==> src/design/wdg_pkg.sv <==
package wdg_pkg;

   // special function register addresses
   localparam logic [7:0] ADDR_KEY       = 8'hA6;
   localparam logic [7:0] ADDR_CONTROL   = 8'hA7;

   // key bytes: first and second halves of each sequence
   localparam logic [7:0] KEY_FEED_FIRST  = 8'h1E;
   localparam logic [7:0] KEY_FEED_SECOND = 8'hE1;
   localparam logic [7:0] KEY_SOFT_FIRST  = 8'h5A;
   localparam logic [7:0] KEY_SOFT_SECOND = 8'hA5;

   // control register field positions
   localparam int POS_PERIOD_LO  = 5;
   localparam int POS_PERIOD_HI  = 7;
   localparam int POS_FREEZE     = 4;
   localparam int POS_SOFT_FLAG  = 2;
   localparam int POS_OVF_FLAG   = 1;
   localparam int POS_RUNNING    = 0;

   // control register value after reset (unused bit 3 reads as zero)
   localparam logic [7:0] CONTROL_RESET  = 8'h00;

   // widths of the counting chain
   localparam int PRE_W   = 7;
   localparam int MAIN_W  = 14;
   localparam int TPS_W   = 4;

   // cycles of the internal reset pulse
   localparam int PULSE_CYCLES = 1;

   // one special function register access
   typedef struct packed {
      logic       wr;
      logic       rd;
      logic [7:0] addr;
      logic [7:0] wdata;
   } wdg_sfr_req_t;

   // control register image
   typedef struct packed {
      logic [2:0] period;
      logic       freeze_in_idle;
      logic       unused;
      logic       soft_reset_flag;
      logic       overflow_flag;
      logic       running_status;
   } wdg_ctrl_t;

   // key sequence progress, gray along idle -> feed -> soft
   typedef enum logic [1:0] {
      KEY_IDLE = 2'b00,
      KEY_FEED = 2'b01,
      KEY_SOFT = 2'b11
   } wdg_key_state_t;

endpackage

==> src/design/wdg_watchdog_unit.sv <==
`timescale 1ns/1ps
`default_nettype none

module wdg_watchdog_unit
   import wdg_pkg::*;
(
   input  wire logic             CORE_CLK,
   input  wire logic             RST_B,
   input  wire logic             SYS_RST,
   input  wire wdg_sfr_req_t     SFR_REQ,
   output logic      [7:0]       SFR_RDATA,
   input  wire logic [TPS_W-1:0] TIMER_PRESCALE,
   input  wire logic             IDLE_MODE,
   input  wire logic             POWER_DOWN,
   output logic                  CPU_RESET_PULSE,
   output logic                  RUNNING
);

   // mask of prescaler bits that must be all ones for a prescaler tick
   function automatic logic [PRE_W-1:0] pre_mask(input logic [2:0] code);
      logic [PRE_W:0] one_hot;
      one_hot  = '0;
      one_hot[code] = 1'b1;
      pre_mask = PRE_W'(one_hot - (PRE_W+1)'(1));
   endfunction

   // state
   wdg_key_state_t     key_r;
   wdg_key_state_t     key_nxt;
   logic [2:0]         period_r;
   logic               freeze_r;
   logic               soft_flag_r;
   logic               ovf_flag_r;
   logic               run_r;
   logic               pulse_r;
   logic [TPS_W-1:0]   tps_cnt_r;
   logic [PRE_W-1:0]   pre_cnt_r;
   logic [MAIN_W-1:0]  main_cnt_r;
   logic [7:0]         rdata_r;

   // bus decode
   wire key_wr   = SFR_REQ.wr && (SFR_REQ.addr == ADDR_KEY);
   wire ctl_wr   = SFR_REQ.wr && (SFR_REQ.addr == ADDR_CONTROL);
   wire ctl_rd   = SFR_REQ.rd && (SFR_REQ.addr == ADDR_CONTROL);
   wire other_wr = SFR_REQ.wr && !key_wr;

   // any reset of the chip other than power-on reset seen by this block, including our own pulse
   wire chip_rst = SYS_RST || pulse_r;

   // sequence outcomes, decoded combinationally from the key state
   logic feed_ok;
   logic soft_ok;
   logic bad_seq;

   // key sequence checker; reads never move it, so they may sit in the gap
   always_comb begin
      key_nxt = key_r;
      feed_ok = 1'b0;
      soft_ok = 1'b0;
      bad_seq = 1'b0;
      case (key_r)
         KEY_IDLE: begin
            if (key_wr) begin
               if (SFR_REQ.wdata == KEY_FEED_FIRST) begin
                  key_nxt = KEY_FEED;
               end else if (SFR_REQ.wdata == KEY_SOFT_FIRST) begin
                  key_nxt = KEY_SOFT;
               end else begin
                  bad_seq = 1'b1;
               end
            end
         end
         KEY_FEED: begin
            if (key_wr) begin
               key_nxt = KEY_IDLE;
               feed_ok = (SFR_REQ.wdata == KEY_FEED_SECOND);
               bad_seq = (SFR_REQ.wdata != KEY_FEED_SECOND);
            end else if (other_wr) begin
               // a write elsewhere breaks the pair
               key_nxt = KEY_IDLE;
               bad_seq = 1'b1;
            end
         end
         KEY_SOFT: begin
            if (key_wr) begin
               key_nxt = KEY_IDLE;
               soft_ok = (SFR_REQ.wdata == KEY_SOFT_SECOND);
               bad_seq = (SFR_REQ.wdata != KEY_SOFT_SECOND);
            end else if (other_wr) begin
               key_nxt = KEY_IDLE;
               bad_seq = 1'b1;
            end
         end
         default: begin
            key_nxt = KEY_IDLE;
         end
      endcase
   end

   // counting chain enables
   wire frozen    = IDLE_MODE && freeze_r;
   wire cnt_en    = run_r && !frozen && !POWER_DOWN;
   wire tps_tick  = cnt_en && (tps_cnt_r == TIMER_PRESCALE);
   wire pre_full  = (pre_cnt_r & pre_mask(period_r)) == pre_mask(period_r);
   wire pre_tick  = tps_tick && pre_full;
   wire main_full = (main_cnt_r == {MAIN_W{1'b1}});
   // a feed in the same cycle as the last tick wins over the timeout
   wire timeout   = pre_tick && main_full && !feed_ok;
   wire cnt_clr   = feed_ok || !run_r || chip_rst;

   // reset request and its cause
   wire pulse_nxt = timeout || soft_ok || bad_seq;
   wire soft_set  = soft_ok || bad_seq;
   wire ovf_set   = timeout || bad_seq;

   // control image as software sees it
   wdg_ctrl_t ctrl_view;
   assign ctrl_view.period          = period_r;
   assign ctrl_view.freeze_in_idle  = freeze_r;
   assign ctrl_view.unused          = 1'b0;
   assign ctrl_view.soft_reset_flag = soft_flag_r;
   assign ctrl_view.overflow_flag   = ovf_flag_r;
   assign ctrl_view.running_status  = run_r;

   // write-zero clears a flag; a set in the same cycle wins
   wire soft_keep = !(ctl_wr && !SFR_REQ.wdata[POS_SOFT_FLAG]);
   wire ovf_keep  = !(ctl_wr && !SFR_REQ.wdata[POS_OVF_FLAG]);

   // key sequence state
   always_ff @(posedge CORE_CLK) begin
      if (!RST_B || chip_rst) begin
         key_r <= KEY_IDLE;
      end else begin
         key_r <= key_nxt;
      end
   end

   // period and freeze fields return to zero on every reset
   always_ff @(posedge CORE_CLK) begin
      if (!RST_B || chip_rst) begin
         period_r <= CONTROL_RESET[POS_PERIOD_HI:POS_PERIOD_LO];
         freeze_r <= CONTROL_RESET[POS_FREEZE];
      end else if (ctl_wr) begin
         period_r <= SFR_REQ.wdata[POS_PERIOD_HI:POS_PERIOD_LO];
         freeze_r <= SFR_REQ.wdata[POS_FREEZE];
      end
   end

   // flags only clear on power-on reset or by software, so the cause
   // of a watchdog reset can be read back afterwards
   always_ff @(posedge CORE_CLK) begin
      if (!RST_B) begin
         soft_flag_r <= CONTROL_RESET[POS_SOFT_FLAG];
         ovf_flag_r  <= CONTROL_RESET[POS_OVF_FLAG];
      end else begin
         soft_flag_r <= soft_set || (soft_flag_r && soft_keep);
         ovf_flag_r  <= ovf_set || (ovf_flag_r && ovf_keep);
      end
   end

   // running status; control writes never reach it
   always_ff @(posedge CORE_CLK) begin
      if (!RST_B || chip_rst || POWER_DOWN) begin
         run_r <= CONTROL_RESET[POS_RUNNING];
      end else if (feed_ok) begin
         run_r <= 1'b1;
      end
   end

   // internal reset pulse, one cycle wide
   always_ff @(posedge CORE_CLK) begin
      if (!RST_B) begin
         pulse_r <= 1'b0;
      end else begin
         pulse_r <= pulse_nxt && !pulse_r;
      end
   end

   // timer prescale divider in front of the chain
   always_ff @(posedge CORE_CLK) begin
      if (!RST_B || cnt_clr) begin
         tps_cnt_r <= '0;
      end else if (cnt_en) begin
         tps_cnt_r <= tps_tick ? '0 : tps_cnt_r + TPS_W'(1);
      end
   end

   // 7-bit prescaler then 14-bit counter
   always_ff @(posedge CORE_CLK) begin
      if (!RST_B || cnt_clr) begin
         pre_cnt_r  <= '0;
         main_cnt_r <= '0;
      end else if (tps_tick) begin
         pre_cnt_r  <= pre_full ? '0 : pre_cnt_r + PRE_W'(1);
         if (pre_full) begin
            main_cnt_r <= main_cnt_r + MAIN_W'(1);
         end
      end
   end

   // read data; the key register reads as zero
   always_ff @(posedge CORE_CLK) begin
      if (!RST_B) begin
         rdata_r <= 8'h00;
      end else begin
         rdata_r <= ctl_rd ? 8'(ctrl_view) : 8'h00;
      end
   end

   assign SFR_RDATA       = rdata_r;
   assign CPU_RESET_PULSE = pulse_r;
   assign RUNNING         = run_r;
endmodule

`default_nettype wire

==> config.mk <==
export PLATFORM = sky130hd
export DESIGN_NAME = wdg_watchdog_unit
export DESIGN_NICKNAME = d
export VERILOG_FILES = /design/src/design/wdg_pkg.sv /design/src/design/wdg_watchdog_unit.sv
export SDC_FILE = /design/constraint.sdc
export NUM_CORES = 1
export LEC_CHECK = 0
export BUFFER_PORTS_ARGS = -buffer_cell sky130_fd_sc_hd__buf_2
export CORE_ASPECT_RATIO = 1.1
export CORE_MARGIN = 2
export CORE_UTILIZATION = 50
export CTS_CLUSTER_DIAMETER = 30
export DETAILED_ROUTE_END_ITERATION = 8
export GPL_TIMING_DRIVEN = 0
export PLACE_DENSITY = 0.73
export SLEW_MARGIN = 40
export SYNTH_ARGS = -nofsm -noshare
export SYNTH_HDL_FRONTEND = slang
export SYNTH_SLANG_ARGS = --single-unit
==> constraint.sdc <==
create_clock -name CORE_CLK -period 3.4 [get_ports CORE_CLK]
set_input_delay 0.51 -clock CORE_CLK [delete_from_list [all_inputs] [get_ports CORE_CLK]]
set_output_delay 0.51 -clock CORE_CLK [all_outputs]
set_load 0.05 [all_outputs]
---- After elaboration in Yosys (flattened, before gate mapping) ----
Index checks and enable logic that the tools add are counted.
operators by class
  add/sub/neg operators ................... 4
  $lt $le $gt $ge ......................... 2
  eq/ne operators ......................... 16
  multiplexer cells ....................... 21
  bitwise gates (word level) .............. 1
  reduce and logical (&&, ||, !) cells .... 45
operator list
  operator                                                                      number
  8-bit equality test, second input constant                                    4
  1-bit logical AND                                                             17
  8-bit != test, second input constant                                          2
  14-bit by 1-bit adder with 14-bit output, second input constant               1
  14-bit equality test, second input constant                                   1
  1-bit logical OR                                                              12
  1-bit zero test                                                               11
  1-bit 2-to-1 mux                                                              11
  2-bit 2-to-1 mux                                                              5
  8-bit by 5-bit equality test with 1-bit output, second input constant         1
  8-bit by 7-bit equality test with 1-bit output, second input constant         1
  7-bit by 1-bit adder with 7-bit output, second input constant                 1
  7-bit bitwise AND                                                             1
  7-bit equality test                                                           1
  7-bit 2-to-1 mux                                                              1
  7-bit by 1-bit subtractor with 7-bit output, second input constant            1
  4-bit by 1-bit adder with 4-bit output, second input constant                 1
  4-bit equality test                                                           1
  3-bit by 4-bit less-than comparator with 1-bit output, second input constant  1
  4-bit 2-to-1 mux                                                              1
  2-bit case mux with 2 select lines                                            1
  2-bit AND reduction                                                           2
  1-bit demux with 3-bit select                                                 1
  3-bit by 1-bit >= comparator with 1-bit output, second input constant         1
  9 further kinds                                                               9
word-level totals
  bits in registers ....................... 43
  input port bits ......................... 27
  output and inout port bits .............. 10
  word-level logic and storage cells ...... 101

---- Depth between registers and ports, before layout ----
  word-level depth ........................ 13
  mapped depth ............................ 7
  depth with buffers taken out ............ 6

---- Worst setup path before layout ----
OpenSTA, ideal clock, no wires.
  kind .................................... reg2reg
  start ................................... register run_r (netlist: RUNNING)
  end ..................................... register main_cnt_r[2]
  setup time .............................. 0.070 ns
  data arrival time ....................... 2.089 ns
  required time ........................... 3.330 ns
  slack ................................... 1.241 ns
  cell stages (with the launch flop) ...... 7
  cell sequence ........................... dfxtp_1 inv_1 a211oi_1 clkbuf_1 nand2_1 or4_1 a21oi_1
between the ends
  longest elaborated chain between the ends .. 4
  elaborated cells between the ends (all ways) .. 8
  classes of those cells .................. 8 x reduce/logical
RTL lines
  element                                                                   line                                                text
  start: declaration                                                        wdg_watchdog_unit.sv:34                             logic run_r;
  start signal: assignment                                                  wdg_watchdog_unit.sv:164                            run_r <= CONTROL_RESET[POS_RUNNING];
  1-bit logical AND or 1-bit zero test (tied branches)                      wdg_watchdog_unit.sv:102, wdg_watchdog_unit.sv:109
  1-bit logical AND or 1-bit logical OR (tied branches)                     wdg_watchdog_unit.sv:102, wdg_watchdog_unit.sv:109
  1-bit logical AND or 1-bit logical OR (tied branches)                     wdg_watchdog_unit.sv:103, wdg_watchdog_unit.sv:109
  2-bit AND reduction (no source line) or 1-bit logical OR (tied branches)  --
  end signal: assignment                                                    wdg_watchdog_unit.sv:196                            main_cnt_r <= main_cnt_r + MAIN_W'(1);
  end: declaration                                                          wdg_watchdog_unit.sv:38                             logic [MAIN_W-1:0] main_cnt_r;
Several ways; a longest one is shown, not always the timed one.
A chain may end at the register's enable or synchronous reset.

---- Worst setup path in the final report ----
  start ................................... register tps_cnt_r[0]
  end ..................................... register main_cnt_r[7]
between the ends
  longest elaborated chain between the ends .. 3
RTL lines
  element                               line                      text
  start: declaration                    wdg_watchdog_unit.sv:36   logic [TPS_W-1:0] tps_cnt_r;
  start signal: assignment              wdg_watchdog_unit.sv:184  tps_cnt_r <= tps_tick ? '0 : tps_cnt_r + TPS_W'(1);
  4-bit equality test                   wdg_watchdog_unit.sv:103  wire tps_tick = cnt_en && (tps_cnt_r == TIMER_PRESCALE);
  1-bit logical AND                     wdg_watchdog_unit.sv:103
  2-bit AND reduction (no source line)  --
Every way passes these cells.

==> results.json <==
{
  "nFillCells": 369,
  "ys_warn_count": 0,
  "required_ns": 3.62,
  "synth_seq_area_share": 0.406,
  "grt_usage": 0.216,
  "place_area_um2": 2310,
  "clkTransAtPathRegs_ns": 0.07,
  "drc_errors": 0,
  "core_um2": 3960,
  "cp_slowest_stage_delay_ns": 0.59,
  "path_class": "register to register",
  "synth_top_area_cell": "dfxtp_1",
  "grt_pass1_wl_um": 8030,
  "gp_congestion": 0.815,
  "relSlewSlack": 0.610,
  "ir_drop_uv": 190,
  "layout.area.seq_um2": 841,
  "antenna_found_initial": 0,
  "firstDrtPassIters": 4,
  "dieArea_um2": 4680,
  "layout_min_cycle_time_ns": 2.28,
  "synthFlopType": "dfxtp_1",
  "fin_setup_tns_ns": 0,
  "cts_root_buf": "clkbuf_8",
  "num_vias": 1898,
  "cp_top_family": "simple AND/OR/NAND/NOR gates",
  "crit_chain": "xor2_1 -> nor4_4 -> nand3_1 -> clkbuf_1 -> or4_1 -> a21oi_1",
  "cp-end-kind": "register",
  "arrival_ns": 2.50,
  "rrSetupSlack_ns": 1.12,
  "cap_violations": 0,
  "synth_seq_cells": 42,
  "crit_buf_inv": 1,
  "routed_wl_um": 4520,
  "fmax_mhz": 439,
  "h-tree-depth": 2,
  "drive_above_1_share": 0.184,
  "layout.nets": 317,
  "area_growth_pct": 16.0,
  "yosysTopAreaCellShare": 0.406,
  "synth_edf_count": 0,
  "drt_iter0_drc": 100,
  "finalHoldViolCount": 0,
  "rows": 24,
  "dp_hpwl_um": 3460,
  "dpl.cell_count": 332,
  "async_flop_share": 0,
  "hold_depth": 2,
  "period_share": 0.670,
  "slew_violations": 0,
  "multiInputGateArea_um2": 1160,
  "insertion_delay_ns": 0.29,
  "synth.area.top_cells": "dfxtp_1 41%, a21oi_1 6.5%, nand3_1 4.3%, xor2_1 4.2%, nand2_1 4.0%",
  "run_status": "completed",
  "cts_buffers": 5,
  "cts_num_sinks": 42,
  "power_leakage_nw": 0.839,
  "cts_tree": "yes",
  "vias_per_cell": 5.58,
  "fp.dieH_um": 71.5,
  "cts-resized-gates": 0,
  "hold_buffers": 0,
  "grt_max_degree": 13,
  "cts.path.max_buffers": 2,
  "netlist_instances": 246,
  "critPathLaunchType": "register",
  "die_w_um": 65.4,
  "place_ws_ns": 0.845,
  "syn_area_um2": 2070,
  "r2r_cells": 6,
  "p_per_area_nw_per_um2": 355,
  "cp_max_fo": 10,
  "avgSynthCellArea_um2": 8.42,
  "cts_setup_buffers": 0,
  "synthesis.nets": 276,
  "tightest_slew_ns": 0.580,
  "grt-ovfl-total": 0,
  "synthDistinctLibCells": 46,
  "ant_nets": 0,
  "io_pins": 37,
  "fin_worst_skew_ns": 0.0105,
  "wl_per_cell_um": 13.3,
  "start_util": 0.523,
  "finalSetupViolCount": 0,
  "n_antenna_cell": 0,
  "finalNonFillerCells": 340,
  "cp.depth": 6,
  "worst_slack_ns": 1.12,
  "postLayoutCellArea_um2": 2400,
  "min_path_type": "input port to register",
  "grt_pass1_vias": 1839,
  "rsz0062_at_grt": "false",
  "io_buffers": 34,
  "crit_slowest_cell": "nor4_4"
}
[worst paths after layout]
check                          endpoint                       from
min                RUNNING$_SDFFE_PP0P_                 POWER_DOWN
max reg2reg  main_cnt_r[7]$_SDFFE_PP0P_  tps_cnt_r[0]$_SDFFE_PP0P_
max          main_cnt_r[7]$_SDFFE_PP0P_  tps_cnt_r[0]$_SDFFE_PP0P_
min reg2reg     SFR_RDATA[2]$_SDFF_PN0_     soft_flag_r$_SDFF_PN0_
[through the flow]
| step | total power [mW] | util | hold WS [ns] |
|---|---|---|---|
| 2_1_floorplan | 0.522 | - | 0.423 |
| 3_3_place_gp | 0.542 | 0.582 | 0.456 |
| 3_5_place_dp | 0.542 | 0.582 | 0.442 |
| 4_1_cts | 0.860 | 0.605 | 0.410 |
| 5_1_grt | 0.893 | 0.606 | 0.401 |
| 6_report | 0.853 | 0.606 | 0.414 |
[worst register-to-register path, delay by kind of cell, from the launching register on]
family	cells	cell delay [ns]
compound gates	1	0.17
buf+inv	1	0.25
xor+xnor	1	0.20
flops	1	0.36
simple gates	3	1.23
[placed cells by master (no fill, tap or decap), drive strengths merged, types with 2 or more instances in the layout]
| master | instances |
|---|---|
| dfxtp | 42 |
| or3 | 3 |
| ha | 3 |
| xor2 | 10 |
| nor2 | 11 |
| or2 | 3 |
| nand2b | 2 |
| nor2b | 4 |
| nor3b | 2 |
| buf | 40 |
| clkbuf | 12 |
| nand4 | 5 |
| a21oi | 27 |
| xnor2 | 2 |
| a211oi | 3 |
| or4 | 11 |
| and3 | 5 |
| a21boi | 3 |
| nand4b | 2 |
| nand2 | 22 |
| inv | 7 |
| and2 | 8 |
| nand3 | 18 |
| o221ai | 2 |
| o31ai | 11 |
| nor4 | 3 |
| nor3 | 8 |
| or3b | 2 |
| o21ai | 4 |
[power by group]
| part | total (mW) | switching (mW) | leakage, nW | internal (mW) |
|---|---|---|---|---|
| registers | 0.492 | 0.0000558 | 0.338 | 0.492 |
| logic | 0.0394 | 0.0204 | 0.453 | 0.0190 |
| clock network | 0.322 | 0.158 | 0.0482 | 0.164 |
[Yosys cell counts (2+ instances only)]
library cell,number
dfxtp_1,42
a21oi_1,27
nand2_1,22
nand3_1,18
nor2_1,11
o31ai_1,11
or4_1,11
xor2_1,10
and2_1,8
nor3_1,8
inv_1,7
and3_1,5
clkbuf_1,5
nand4_1,5
buf_2,4
nor2b_1,4
o21ai_0,4
a211oi_1,3
ha_1,3
or2_2,3
or3_1,3
a21boi_1,2
nand2b_1,2
nand4b_1,2
nor3b_1,2
nor4_1,2
o221ai_1,2
xnor2_1,2
[registers in the layout (all words and copies together), names as in the netlist]
name             flops
freeze_r             1
pre_cnt_r            7
main_cnt_r          14
period_r             3
SFR_RDATA            7
CPU_RESET_PULSE      1
key_r                2
ovf_flag_r           1
RUNNING              1
tps_cnt_r            4
soft_flag_r          1
[cell families (layout without fill, tap and decap cells)]
kind of cell             after synthesis  in the layout  synth area share
other                                  1              1           0.00181
buffers and inverters                 18             60            0.0368
XOR/XNOR                              12             12            0.0507
AO/OA/AOI/OAI                         55             55             0.166
adder cells (fa/ha/maj)                3              3            0.0181
AND/OR/NAND/NOR                      115            115             0.321
flip-flops                            42             42             0.406
[per-layer routing]
layer	GRT usage	part of all wire
met5	0	0
met4	0.0810	0.015
met3	0.0424	0.026
met2	0.368	0.49
met1	0.268	0.46
[cell type report]
cell class | count | area share
multi-input combinational | 186 | 0.483
inverter | 7 | 0.0109
timing repair buffer | 34 | 0.0708
clock inverter | 1 | 0.00208
tap | 52 | 0.0271
clock buffer | 7 | 0.0359
buffer | 11 | 0.0208
sequential | 42 | 0.350
Power figures use the tool's default switching activity.
